[src/core/fsp_pkg.sv]
// shared constants and carriers of the flash self-program controller
package fsp_pkg;
  // register indices; byte address is four times the index
  localparam logic [7:0] REG_CTRL_IDX = 8'h37;
  localparam logic [7:0] REG_LOCK_IDX = 8'h38;
  localparam logic [7:0] REG_STAT_IDX = 8'h39;
  // control field positions
  localparam int CTRL_ENABLE_POS = 0;
  localparam int CTRL_ERASE_POS = 1;
  localparam int CTRL_WRITE_POS = 2;
  localparam int CTRL_FUSE_POS = 3;
  localparam int CTRL_CLEAR_POS = 4;
  // accepted command patterns in the low five bits
  localparam logic [4:0] CMD_CLEAR = 5'h11;
  localparam logic [4:0] CMD_FUSE_READ = 5'h09;
  localparam logic [4:0] CMD_PAGE_WRITE = 5'h05;
  localparam logic [4:0] CMD_PAGE_ERASE = 5'h03;
  localparam logic [4:0] CMD_BUF_LOAD = 5'h01;
  // reset values
  localparam logic [4:0] CTRL_RESET = 5'h00;
  localparam logic [1:0] LOCK_RESET = 2'h3;
  localparam logic [15:0] BUF_ERASED = 16'hFFFF;
  // fuse positions
  localparam int FUSE_SELF_PROG_POS = 0;
  localparam int FUSE_DEBUG_POS = 6;
  // pointer values for fuse and lock readback
  localparam logic [1:0] PTR_FUSE_LOW = 2'h0;
  localparam logic [1:0] PTR_LOCK = 2'h1;
  localparam logic [1:0] PTR_FUSE_EXT = 2'h2;
  localparam logic [1:0] PTR_FUSE_HIGH = 2'h3;
  // buffer geometry
  localparam int BUF_WORDS = 32;
  localparam int WORD_AW = 5;
  localparam int PAGE_W = 10;
  // timing
  localparam int CLK_KHZ = 25000;
  localparam int STORE_WIN_CYC = 4;
  localparam int LOAD_WIN_CYC = 3;
  localparam int OP_MIN_US = 3700;
  localparam int OP_MAX_US = 4500;
  localparam int OP_MIN_CYC = (OP_MIN_US * CLK_KHZ + 999) / 1000;
  localparam int OP_MAX_CYC = (OP_MAX_US * CLK_KHZ) / 1000;

  typedef enum logic [1:0] {ST_IDLE, ST_ARMED, ST_BUSY} fsp_state_e;

  typedef struct packed {
    logic store;
    logic load;
    logic [15:0] pointer;
    logic [15:0] data;
  } fsp_cpu_req_s;
endpackage

[src/core/fsp_ctrl.sv]
// flash self-program controller with apb register access
`timescale 1ns/1ns
module fsp_ctrl import fsp_pkg::*; #(
  parameter int OP_CYCLES = OP_MIN_CYC
) (
  // clock and reset
  input wire logic SYS_CLK,
  input wire logic RESET_N,
  // apb slave
  input wire logic PSEL,
  input wire logic PENABLE,
  input wire logic PWRITE,
  input wire logic [11:0] PADDR,
  input wire logic [31:0] PWDATA,
  output logic [31:0] PRDATA,
  output logic PREADY,
  output logic PSLVERR,
  // cpu core
  input wire fsp_cpu_req_s CPU_REQ,
  output logic CPU_HALT,
  output logic [7:0] LOAD_DATA,
  output logic LOAD_VALID,
  // fuses, eeprom, chip erase
  input wire logic [7:0] FUSE_LOW,
  input wire logic [7:0] FUSE_HIGH,
  input wire logic [7:0] FUSE_EXT,
  input wire logic EEPROM_BUSY,
  input wire logic CHIP_ERASE,
  // flash array
  output logic FLASH_ERASE,
  output logic FLASH_WRITE,
  output logic [PAGE_W-1:0] FLASH_PAGE,
  input wire logic [WORD_AW-1:0] BUF_RADDR,
  output logic [15:0] BUF_RDATA,
  // external programming protection
  output logic EXT_PROG_LOCK,
  output logic EXT_VERIFY_LOCK,
  output logic FUSE_CHANGE_LOCK,
  output logic DEBUG_READ_EN
);

  localparam logic [17:0] OP_LAST = 18'(OP_CYCLES - 1);
  localparam logic [2:0] STORE_LAST = 3'(STORE_WIN_CYC - 1);
  localparam logic [2:0] LOAD_LAST = 3'(LOAD_WIN_CYC - 1);

  function automatic logic reg_hit(input logic [11:0] addr, input logic [7:0] idx);
    reg_hit = (addr == {2'h0, idx, 2'h0});
  endfunction

  fsp_state_e state;
  logic [4:0] ctrl;
  logic [2:0] win_cnt;
  logic [17:0] op_cnt;
  logic [1:0] lock;
  logic [15:0] page_buf [BUF_WORDS];
  logic apb_wr;
  logic ctrl_wr;
  logic cmd_ok;
  logic store_en;
  logic store_go;
  logic load_go;
  logic op_done;
  logic win_end;
  logic self_prog_ok;

  assign apb_wr = PSEL & PENABLE & PWRITE;
  assign ctrl_wr = apb_wr & reg_hit(PADDR, REG_CTRL_IDX);
  assign cmd_ok = (PWDATA[4:0] == CMD_CLEAR) | (PWDATA[4:0] == CMD_FUSE_READ) |
                  (PWDATA[4:0] == CMD_PAGE_WRITE) | (PWDATA[4:0] == CMD_PAGE_ERASE) |
                  (PWDATA[4:0] == CMD_BUF_LOAD);
  assign self_prog_ok = ~FUSE_EXT[FUSE_SELF_PROG_POS];
  assign store_en = (state == ST_ARMED) & ~ctrl[CTRL_FUSE_POS] & self_prog_ok;
  assign store_go = store_en & CPU_REQ.store;
  assign load_go = (state == ST_ARMED) & ctrl[CTRL_FUSE_POS] & CPU_REQ.load & (win_cnt <= LOAD_LAST);
  assign win_end = ctrl[CTRL_FUSE_POS] ? (win_cnt == LOAD_LAST) : (win_cnt == STORE_LAST);
  // op length counted on sys clock
  assign op_done = (state == ST_BUSY) & (op_cnt == OP_LAST);

  assign CPU_HALT = (state == ST_BUSY);
  assign FLASH_ERASE = (state == ST_BUSY) & ctrl[CTRL_ERASE_POS];
  assign FLASH_WRITE = (state == ST_BUSY) & ctrl[CTRL_WRITE_POS];
  assign PREADY = 1'b1;
  assign PSLVERR = PSEL & PENABLE & ~(reg_hit(PADDR, REG_CTRL_IDX) | reg_hit(PADDR, REG_LOCK_IDX) |
                   reg_hit(PADDR, REG_STAT_IDX));

  // sequencer state
  always_ff @(posedge SYS_CLK or negedge RESET_N) begin
    if (!RESET_N) begin
      state <= ST_IDLE;
    end else begin
      case (state)
        ST_IDLE: begin
          if (ctrl_wr & cmd_ok & ~EEPROM_BUSY) begin
            state <= ST_ARMED;
          end
        end
        ST_ARMED: begin
          if (store_go & (ctrl[CTRL_ERASE_POS] | ctrl[CTRL_WRITE_POS])) begin
            state <= ST_BUSY;
          end else if (store_go | load_go | win_end) begin
            state <= ST_IDLE;
          end
        end
        ST_BUSY: begin
          if (op_done) begin
            state <= ST_IDLE;
          end
        end
        default: begin
          state <= ST_IDLE;
        end
      endcase
    end
  end

  // control bits
  always_ff @(posedge SYS_CLK or negedge RESET_N) begin
    if (!RESET_N) begin
      ctrl <= CTRL_RESET;
    end else if (state == ST_IDLE) begin
      if (ctrl_wr & cmd_ok & ~EEPROM_BUSY) begin
        ctrl <= PWDATA[4:0];
      end
    end else if (state == ST_ARMED) begin
      if (store_go & (ctrl[CTRL_ERASE_POS] | ctrl[CTRL_WRITE_POS])) begin
        ctrl <= ctrl;
      end else if (store_go | load_go | win_end) begin
        ctrl <= CTRL_RESET;
      end
    end else if (op_done) begin
      ctrl <= CTRL_RESET;
    end
  end

  // window counter
  always_ff @(posedge SYS_CLK or negedge RESET_N) begin
    if (!RESET_N) begin
      win_cnt <= 3'h0;
    end else if (state == ST_ARMED) begin
      win_cnt <= win_cnt + 3'h1;
    end else begin
      win_cnt <= 3'h0;
    end
  end

  always_ff @(posedge SYS_CLK or negedge RESET_N) begin
    if (!RESET_N) begin
      op_cnt <= 18'h0;
    end else if (state == ST_BUSY) begin
      op_cnt <= op_cnt + 18'h1;
    end else begin
      op_cnt <= 18'h0;
    end
  end

  always_ff @(posedge SYS_CLK or negedge RESET_N) begin
    if (!RESET_N) begin
      FLASH_PAGE <= '0;
    end else if (store_go) begin
      FLASH_PAGE <= CPU_REQ.pointer[15:16-PAGE_W];
    end
  end

  // temporary page buffer
  always_ff @(posedge SYS_CLK or negedge RESET_N) begin
    if (!RESET_N) begin
      for (int i = 0; i < BUF_WORDS; i++) begin
        page_buf[i] <= BUF_ERASED;
      end
    end else if ((ctrl_wr & ~EEPROM_BUSY & (state == ST_IDLE) & (PWDATA[4:0] == CMD_CLEAR)) |
                 (op_done & ctrl[CTRL_WRITE_POS])) begin
      for (int i = 0; i < BUF_WORDS; i++) begin
        page_buf[i] <= BUF_ERASED;
      end
    end else if (store_go & (ctrl == CMD_BUF_LOAD)) begin
      // word index ignores pointer bit zero
      page_buf[CPU_REQ.pointer[WORD_AW:1]] <= CPU_REQ.data;
    end
  end

  always_ff @(posedge SYS_CLK or negedge RESET_N) begin
    if (!RESET_N) begin
      BUF_RDATA <= BUF_ERASED;
    end else begin
      BUF_RDATA <= page_buf[BUF_RADDR];
    end
  end

  always_ff @(posedge SYS_CLK or negedge RESET_N) begin
    if (!RESET_N) begin
      LOAD_DATA <= 8'h00;
      LOAD_VALID <= 1'b0;
    end else begin
      LOAD_VALID <= load_go;
      if (load_go) begin
        case (CPU_REQ.pointer[1:0])
          PTR_FUSE_LOW: LOAD_DATA <= FUSE_LOW;
          PTR_LOCK: LOAD_DATA <= {6'h3F, lock};
          PTR_FUSE_EXT: LOAD_DATA <= FUSE_EXT;
          default: LOAD_DATA <= FUSE_HIGH;
        endcase
      end
    end
  end

  // lock bits; software may only program, not erase
  always_ff @(posedge SYS_CLK or negedge RESET_N) begin
    if (!RESET_N) begin
      lock <= LOCK_RESET;
    end else if (CHIP_ERASE) begin
      lock <= LOCK_RESET;
    end else if (apb_wr & reg_hit(PADDR, REG_LOCK_IDX)) begin
      // fuses are not checked here, ordering is the programmer's job
      lock <= lock & PWDATA[1:0];
    end
  end

  // mode two blocks programming and fuses
  assign EXT_PROG_LOCK = ~lock[0];
  assign FUSE_CHANGE_LOCK = ~lock[0];
  assign EXT_VERIFY_LOCK = ~lock[0] & ~lock[1];
  assign DEBUG_READ_EN = ~FUSE_HIGH[FUSE_DEBUG_POS];

  // apb read mux
  always_comb begin
    PRDATA = 32'h0000_0000;
    if (reg_hit(PADDR, REG_CTRL_IDX)) begin
      PRDATA = {27'h0, ctrl};
    end else if (reg_hit(PADDR, REG_LOCK_IDX)) begin
      PRDATA = {30'h0, lock};
    end else if (reg_hit(PADDR, REG_STAT_IDX)) begin
      PRDATA = {28'h0, EEPROM_BUSY, self_prog_ok, state};
    end
  end

endmodule // fsp_ctrl

[config.mk]
export PLATFORM = sky130hd
export DESIGN_NAME = fsp_ctrl
export DESIGN_NICKNAME = d
export VERILOG_FILES = /design/src/core/fsp_pkg.sv /design/src/core/fsp_ctrl.sv
export SDC_FILE = /design/constraint.sdc
export NUM_CORES = 1
export LEC_CHECK = 0
export ABC_AREA = 1
export BUFFER_PORTS_ARGS = -buffer_cell sky130_fd_sc_hd__buf_2
export CAP_MARGIN = 5
export CORE_UTILIZATION = 55
export CTS_BUF_LIST = sky130_fd_sc_hd__clkbuf_4 sky130_fd_sc_hd__clkbuf_8 sky130_fd_sc_hd__clkbuf_16
export CTS_CLUSTER_DIAMETER = 40
export DETAILED_ROUTE_END_ITERATION = 7
export GPL_TIMING_DRIVEN = 1
export HOLD_SLACK_MARGIN = 0.02
export PLACE_DENSITY = 0.78
export SLEW_MARGIN = 15
export SYNTH_ARGS = -nofsm -noshare
export SYNTH_HDL_FRONTEND = slang
export SYNTH_SLANG_ARGS = --single-unit
[constraint.sdc]
create_clock -name SYS_CLK -period 5.4 [get_ports SYS_CLK]
set_clock_uncertainty 0.15 [all_clocks]
set_input_delay 0.54 -clock SYS_CLK [delete_from_list [all_inputs] [get_ports SYS_CLK]]
set_output_delay 0.54 -clock SYS_CLK [all_outputs]
set_load 0.01 [all_outputs]
* After elaboration in Yosys (flattened, before gate mapping)
Cells that the tools add are included.
** Word-level totals
- Register bits :: 577
- Input port bits :: 114
- Output and inout port bits :: 76
- Logic and storage cells :: 147
** Operators by class
- Add/sub/neg operators :: 2
- Order comparisons :: 4
- Eq/ne operators :: 21
- Mux-type cells :: 28
- Bitwise logic cells :: 43
- Reduce and logical (&&, ||, !) cells :: 8
** Operators with widths (number)
- 512-bit two-way mux :: 2
- 512-bit bitwise mux :: 1
- 16-bit binary-select mux with 5-bit select :: 1
- 16-bit demux with 5-bit select :: 1
- 16-bit two-way mux :: 3
- 12-bit by 8-bit == test with 1-bit output, second input constant :: 3
- 32-bit two-way mux :: 1
- 5-bit two-way mux :: 6
- 8-bit one-hot mux with 3 select lines :: 1
- 1-bit AND :: 23
- 18-bit by 1-bit adder with 18-bit output, second input constant :: 1
- 18-bit by 17-bit == test with 1-bit output, second input constant :: 1
- 18-bit two-way mux :: 1
- 6-bit greater-or-equal comparator, second input constant :: 2
- 2-bit two-way mux :: 6
- 5-bit inverter with 6-bit output :: 2
- 5-bit by 1-bit == test with 1-bit output, second input constant :: 2
- 1-bit bitwise OR :: 10
- 4-bit two-way mux :: 2
- 1-bit inverter :: 7
- 3-bit by 2-bit == test with 1-bit output, second input constant :: 2
- 6-bit by 1-bit less-than comparator with 1-bit output, second input constant :: 1
- 3-bit by 1-bit != test with 1-bit output, second input constant :: 2
- 2-bit one-hot mux with 3 select lines :: 1
- other kinds (20) :: 24

* Depth between registers and ports, before layout
Gate-level depths: netlist of run 1.
- Depth after elaboration :: 10
- Mapped depth :: 12

* Least setup slack after synthesis of run 1
OpenSTA, ideal clock, no wires.
- Path kind :: input-to-output
- Start point :: input PADDR[0]
- End point :: output PSLVERR
- Data arrival time :: 1409 ps
- Path slack :: 3301 ps
- Stages on the path :: 6
- Buffers on the path :: 0
- Cell sequence :: inv_1 nand2_1 nor2_1 nand3_1 inv_1 nor4_1
** Between the ends
- Word-level cells in the longest chain between the ends :: 5
** RTL lines
- start, declared :: line fsp_ctrl.sv:13 : input wire logic [11:0] PADDR,
- 12-bit by 8-bit == test with 1-bit output :: line fsp_ctrl.sv:47 : reg_hit = (addr == {2'h0, idx, 2'h0});
- 1-bit bitwise OR :: line fsp_ctrl.sv:83 : assign PSLVERR = PSEL & PENABLE & ~(reg_hit(PADDR, REG_CTRL_IDX) | reg_hit(PADDR, REG_LOCK_IDX) |
- 1-bit bitwise OR (*) :: line fsp_ctrl.sv:83
- 1-bit inverter (*) :: line fsp_ctrl.sv:83
- 1-bit AND (*) :: line fsp_ctrl.sv:83
- end, declared :: line fsp_ctrl.sv:17 : output logic PSLVERR,
Every way passes the cells marked *; elsewhere a longest branch is shown, timed or not.

* Worst setup path after layout of run 1
- Start point :: register state[1]
- End point :: register page_buf[490] (netlist name)
** Between the ends
- Word-level cells in the longest chain between the ends :: 6
** RTL lines
- start, declared :: line fsp_ctrl.sv:50 : fsp_state_e state;
- start signal, assigned :: line fsp_ctrl.sv:89 : state <= ST_IDLE;
- start signal, assigned :: line fsp_ctrl.sv:94 : state <= ST_ARMED;
- start signal, assigned :: line fsp_ctrl.sv:99 : state <= ST_BUSY;
- 2-bit by 1-bit == test with 1-bit output :: line fsp_ctrl.sv:72 : assign store_en = (state == ST_ARMED) & ~ctrl[CTRL_FUSE_POS] & self_prog_ok;
- 1-bit AND (2 in a row) :: line fsp_ctrl.sv:72
- 1-bit AND :: line fsp_ctrl.sv:73 : assign store_go = store_en & CPU_REQ.store;
- 1-bit AND :: line fsp_ctrl.sv:175 : end else if (store_go & (ctrl == CMD_BUF_LOAD)) begin
- 2-bit nonzero test (no line)
- end signal, assigned by index :: line fsp_ctrl.sv:177 : page_buf[CPU_REQ.pointer[WORD_AW:1]] <= CPU_REQ.data;
- end, declared :: line fsp_ctrl.sv:55 : logic [15:0] page_buf [BUF_WORDS];
Several ways; a longest one is shown, not always the timed one.
A chain may end at the register's enable or synchronous reset.

==> impl_metrics.csv, run 1 <==
group,metric,value,unit
final_layout,multi_input_area,13500,sq um
synth,synth_edf_count,0,
sta,fin_crit,3.35,ns
sta,period_share,0.621,
synth,ys_types,39,
setup_path,required,5.81,ns
route,vias,29400,
sta,setup_ws,2.05,ns
floorplan,coreArea,56300,sq um
route,drc_errors,0,
sta,drv_slew,0,
route,routedWlPerCell,20.1,um
sta,setup_violations,0,
sta,clock.fmax,298,MHz
synth,synth-seq-cells,577,
placement,dpl.hpwl,52.2,mm
route,dr.pass1.iters,7,
grt,antenna_found_initial,1,
final_layout,fill_cells,4804,
floorplan,die_w,240,um
worst_hold_path,hold_class,"in -> reg",
sta,hold_violations,0,
pwr,p_leak,15.8,nW
setup_path,endpoint_kind,"register",
synth,yosysSeqAreaShare,0.483,
setup_path,cp_num_buf_inv,5,
pwr,p_per_area,317,nW/um^2
clock_tree,clockBufferDepth,3,
route,viasPerCell,6.14,
setup_path,regToRegEndpoint,"page_buf[490]$_DFFE_PN1P_",
setup_path,critPathTopFamily,"buffers and inverters",
synth,synth_top_area_cell,"dfstp_2",
clock_tree,cts_tree,"done",
final_layout,drive_above_1_share,0.236,
synth,synthTopCellsByArea,"dfstp_2 (45%), nand2_1 (13%), nand3_1 (8.9%)",
grt,grt_pass1_wl,151,mm
setup_path,cp_max_fo,66,
synth,avgSynthCellArea,7.75,sq um
final_layout,layout_commonest_cell,"nand2_1",
setup_path,worstPathCellList,"inv_2 -> nand2_1 -> inv_2 -> nand3_4 -> nor2_8 -> buf_12 -> buf_12 -> buf_4 -> a31oi_1 -> o21ai_0",
clock_tree,cts_root_buf,"clkbuf_16",
final_layout,register_area,15100,sq um
sta,rsz0062_at_grt,"no",
grt,grt_pass1_vias,27300,
route,finalWirelength,96.1,mm
placement,dpl_worst_slack,1.76,ns
sta,worst_pin_slew,1.12,ns
worst_hold_path,hold_depth,3,
grt,gr-usage-met3,0.0714,
setup_path,r2r_slack,2.05,ns
final_layout,nets,4071,
setup_path,critPathSlowestCell,"buf_4",
final_layout,final_core_util,0.622,
floorplan,die-area,57800,sq um
setup_path,cpPeakStageDelay,0.58,ns
clock_tree,clock_sinks,577,
synth,async_reset_ff_frac,1.00,
placement,port_buffers,134,
route,drtIter0Drc,3843,
grt,overflow,0,
sta,max_slew_margin,0.252,
setup_path,worstRegToRegCells,10,
synth,synth_top_area_frac,0.446,
grt,met2_usage,0.502,
setup_path,start_kind,"register",
final_layout,syn2layout_area_growth,12.1,%
clock_tree,cts_buffers,95,
placement,routabilityCongestion,0.871,
clock_tree,htreeDepth,3,
sta,final.setup.tns,0,ns
synth,yosysWarnings,0,
setup_path,reg2reg_from,"state[1]$_DFFE_PN0P_",
grt,busiest_layer,"met2",
flow_run,max_cap_violations,0,
synth,synth-main-ff-cell,"dfstp_2",
status,status,"finished clean",
floorplan,initial_core_util,0.555,
synth,syn_area,31300,sq um
sta,whs,0.0365,ns
setup_path,cp.arrival,3.77,ns
synth,synthCells,4031,
pwr,vdd_drop_max,0.262,mV
clock_tree,path_clk_slew,0.06,ns
grt,met1_usage,0.453,
clock_tree,clk_latency,0.65,ns
pwr,p_total,11.1,mW
worst_hold_path,min_to,"LOAD_DATA[7]$_DFFE_PN0P_",
route,final_antenna_net_count,0,
grt,grt_usage,0.331,
setup_path,crit_type,"reg -> reg",
worst_hold_path,hp-start,"FUSE_LOW[7]",
floorplan,ios,190,
floorplan,fp.dieH,240,um
floorplan,rows,87,
final_layout,layout_common_cells,"nand2_1 (1118), nand3_1 (554), dfstp_2 (530)",
grt,grt_max_degree,214,
[cell usage after synthesis (38+ instances only)]
master,n
a21oi_1,140
a31oi_1,82
buf_1,38
buf_2,130
buf_4,46
clkbuf_1,186
dfrtp_1,47
dfstp_2,530
inv_1,213
nand2_1,1118
nand3_1,555
nand4_1,290
nor2_1,169
o21ai_0,295
o21ai_1,80
[what timing repair did]
item / CTS / global route
hold buffers: 15 / 0
endpoints found under the hold margin: 25 / 0
resized for setup: 0 / 0
buffers inserted: 0 / 0
[how the worst max path moves through the flow]
stage                         start                        end  depth (start not counted)
4_1_cts        state[1]$_DFFE_PN0P_  page_buf[490]$_DFFE_PN1P_                         10
3_3_place_gp            CPU_REQ[17]  page_buf[145]$_DFFE_PN1P_                          7
2_1_floorplan              PADDR[0]                    PSLVERR                          6
3_5_place_dp            CPU_REQ[17]  page_buf[152]$_DFFE_PN1P_                          7
6_report       state[1]$_DFFE_PN0P_  page_buf[490]$_DFFE_PN1P_                         10
5_1_grt        state[1]$_DFFE_PN0P_  page_buf[149]$_DFFE_PN1P_                          9
[stage by stage]
step	instance area, sq um	instances
after floorplan	31400	4057
after global placement	31600	4597
after detailed placement	31600	4597
after CTS	35000	4790
after global routing	35000	4791
final	35000	4792
[worst reg2reg max path, delay by kind of cell (launching register included)]
family,cells,cell delay (ns)
and+or+nand+nor,3,0.78
AOI/OAI and AO/OA,2,0.41
DFF,1,0.42
buffers and inverters,5,1.52
[kinds of logic after synthesis]
| logic type | Yosys count | synth area share |
|---|---|---|
| adder cells (fa/ha/maj) | 4 | 0.00160 |
| buffers and inverters | 624 | 0.0870 |
| other | 2 | 0.000240 |
| flip-flops | 577 | 0.483 |
| AND/OR/NAND/NOR | 2184 | 0.317 |
| AO/OA/AOI/OAI | 627 | 0.106 |
| XOR/XNOR | 3 | 0.000841 |
| multiplexers | 10 | 0.00360 |
[registers in the layout, summed over array words and instances, names as in the netlist]
name and cells:
LOAD_DATA 8, BUF_RDATA 16, FLASH_PAGE 10, win_cnt 3, op_cnt 18, state 2, lock 2, ctrl 5
page_buf 512, LOAD_VALID 1
[metal layers]
layer  up-vias  wire (um)
li1      13400          -
met1     14100      38600
met2      1671      43000
met3       270      10300
met4         0       4110
met5         -          0
[power by group]
| group | internal, mW | switching (mW) |
|---|---|---|
| Clock | 3.67 | 2.37 |
| Sequential | 4.37 | 0.00557 |
| Combinational | 0.145 | 0.534 |
| Total | 8.18 | 2.91 |
[area by class of cell]
class	count	share of cell area
inverter	218	0.0235
antenna	2	0.000143
timing repair buffer	205	0.0396
clock buffer	113	0.0733
tap	756	0.0270
multi-input combinational	2856	0.387
sequential	577	0.431
clock inverter	65	0.0187
(Power assumes the default switching activity.)
==> run 2, diff against run 1 <==
- clock period: 5.4 -> 3.24 ns (I/O delays scaled with it)
==> run 2 against run 1 <==
  * Global-route usage up 0.71 points
  * Clock power up 77%
  * Total power up 73%
  * Design area up 3.1%
  * Critical path depth down 1
  * Sequential power up 66%
  * Sequential share of layout area down 1.3 points
  * Register-to-register slack worse by 1.6 ns
  * Wire length up 1.2%
  * Maximum frequency up 22%
  * Setup slack worse by 1.6 ns
  * Critical path type unchanged
  * Critical endpoint is now page_buf[52]$_DFFE_PN1P_
==> impl_metrics.csv, run 2 (synthesis gave the netlist of run 1 again) <==
group,metric,value,unit
status,status,"finished clean",
setup_path,endpoint_kind,"register",
final_layout,layout_commonest_cell,"nand2_1",
clock_tree,cts_root_buf,"clkbuf_16",
sta,rsz0062_at_grt,"no",
final_layout,fill_cells,4633,
setup_path,r2r_slack,0.48,ns
placement,port_buffers,134,
worst_hold_path,hp-start,"BUF_RADDR[3]",
placement,routabilityCongestion,0.976,
setup_path,crit_path_end,"page_buf[52]$_DFFE_PN1P_",
clock_tree,clk_latency,0.64,ns
route,drc_errors,0,
grt,grt_usage,0.338,
grt,antenna_found_initial,3,
final_layout,regMostFlops,"page_buf",
grt,overflow,0,
floorplan,rows,87,
final_layout,drive_above_1_share,0.244,
sta,fin_crit,2.76,ns
sta,max_slew_margin,0.330,
pwr,p_per_area,531,nW/um^2
setup_path,critPathSlowestCell,"nand3_2",
final_layout,nets,4151,
setup_path,critPathTopFamily,"simple AND/OR/NAND/NOR gates",
setup_path,worstRegToRegCells,9,
setup_path,cp.arrival,3.15,ns
floorplan,die_w,240,um
clock_tree,clock_sinks,577,
route,drtIter0Drc,4056,
route,finalWirelength,97.2,mm
clock_tree,htreeDepth,3,
clock_tree,path_clk_slew,0.06,ns
grt,grt_max_degree,123,
sta,setup_violations,0,
clock_tree,post_cts_buffers,0,
setup_path,cpPeakStageDelay,0.46,ns
grt,grt_pass1_vias,28400,
setup_path,required,3.63,ns
placement,place_inst,4660,
final_layout,syn2layout_area_growth,15.5,%
pwr,vdd_drop_max,0.548,mV
setup_path,crit_start,"state[1]$_DFFE_PN0P_",
route,viasPerCell,6.12,
placement,placed_cell_area,32400,sq um
placement,dpl.hpwl,54.6,mm
setup_path,crit_type,"reg -> reg",
floorplan,fp.dieH,240,um
setup_path,cp.depth,9,
worst_hold_path,hold_class,"in -> reg",
route,dr.pass1.iters,6,
floorplan,ios,190,
final_layout,largest_register_ffs,512,
sta,hold_violations,0,
flow_run,max_cap_violations,0,
sta,worst_pin_slew,1.00,ns
final_layout,layout_common_cells,"nand2_1 (1118), nand3_1 (555), dfstp_2 (530)",
clock_tree,cts_tree,"done",
floorplan,coreArea,56300,sq um
route,final_antenna_net_count,0,
setup_path,cp_num_buf_inv,3,
route,routedWlPerCell,20.0,um
setup_path,cp_max_fo,51,
sta,drv_slew,0,
setup_path,worstPathCellList,"inv_2 -> nand2_1 -> inv_2 -> nand3_4 -> nor2_8 -> buf_12 -> nand3_2 -> o21ai_0 -> nand2_1",
floorplan,die-area,57800,sq um
sta,final.setup.tns,0,ns
floorplan,initial_core_util,0.555,
route,vias,29800,
final_layout,instances_no_fill,4865,
sta,clock.fmax,363,MHz
final_layout,reg_top3,"page_buf: 512 flops, op_cnt: 18 flops, BUF_RDATA: 16 flops",
setup_path,regToRegEndpoint,"page_buf[52]$_DFFE_PN1P_",
setup_path,start_kind,"register",
clock_tree,clockBufferDepth,3,
final_layout,stdcell_area,36100,sq um
grt,grt_pass1_wl,154,mm
pwr,p_leak,16.4,nW
clock_tree,cts_buffers,89,
sta,period_share,0.851,
final_layout,register_area,15100,sq um
setup_path,reg2reg_from,"state[1]$_DFFE_PN0P_",
final_layout,multi_input_area,13500,sq um
run 2: cell count changes in the layout (fill, tap and decap cells not counted), moves of 9 or more:
| cell | before | now |
|---|---|---|
| buf_4 | 47 | 90 |
| dlygate4sd3_1 | 15 | 38 |
| buf_12 | 10 | 30 |
| bufinv_16 | 4 | 17 |
| clkinvlp_4 | 16 | 5 |
| clkinv_4 | 16 | 7 |
run 2: how the worst min path moves through the flow:
stage	to	slack, ns	cells past startpoint
floorplan	FLASH_PAGE[0]$_DFFE_PN0P_	-0.12	0
global placement	win_cnt[0]$_DFF_PN0_	0.30	1
detailed placement	ctrl[2]$_DFFE_PN0P_	0.32	2
CTS	BUF_RDATA[7]$_DFF_PN1_	0.10	6
global route	BUF_RDATA[7]$_DFF_PN1_	0.17	6
finish	BUF_RDATA[7]$_DFF_PN1_	0.13	6
run 2: stage by stage:
stage	worst slack (ns)	util	hold WS [ns]	power, mW
after detailed placement	0.538	0.575	0.315	8.52
after global placement	0.562	0.575	0.298	8.51
final	0.482	0.641	0.126	19.2
after CTS	0.502	0.641	0.101	19.2
after global routing	0.213	0.641	0.168	19.6
after floorplan	1.36	-	-0.122	7.96
run 2: layout make-up:
type,count,area share
diodes,2,0.000139
clock buffers,108,0.0698
clock inverters,57,0.0229
inverters,218,0.0228
multi-input cells,2856,0.375
flip-flops and latches,577,0.418
well taps,756,0.0262
repair buffers,291,0.0649
run 2: report_power, final:
part,switching (mW),internal (mW),total [mW]
clock,3.72,6.96,10.7
combinational,0.905,0.294,1.20
sequential,0.00513,7.28,7.29
run 2: per-layer routing:
metal | part of all wire | vias up | global-route usage | wire [um]
li1 | - | 13600 | - | -
met1 | 0.39 | 14200 | 0.452 | 38200
met2 | 0.45 | 1691 | 0.517 | 44200
met3 | 0.11 | 292 | 0.0874 | 10900
met4 | 0.041 | 2 | 0.153 | 3940
met5 | 0.00011 | - | 0 | 11
run 2: repair_timing:
action	CTS	global route
hold buffers	38	0
endpoints found under the hold margin	101	0
resized for setup	0	0
run 2: tightest hold or removal path, cell delays in order:
cell,delay [ns]
buf_2,0.12
buf_4,0.23
nand2_1,0.11
nand2_1,0.04
nand2_1,0.05
nand2_1,0.04
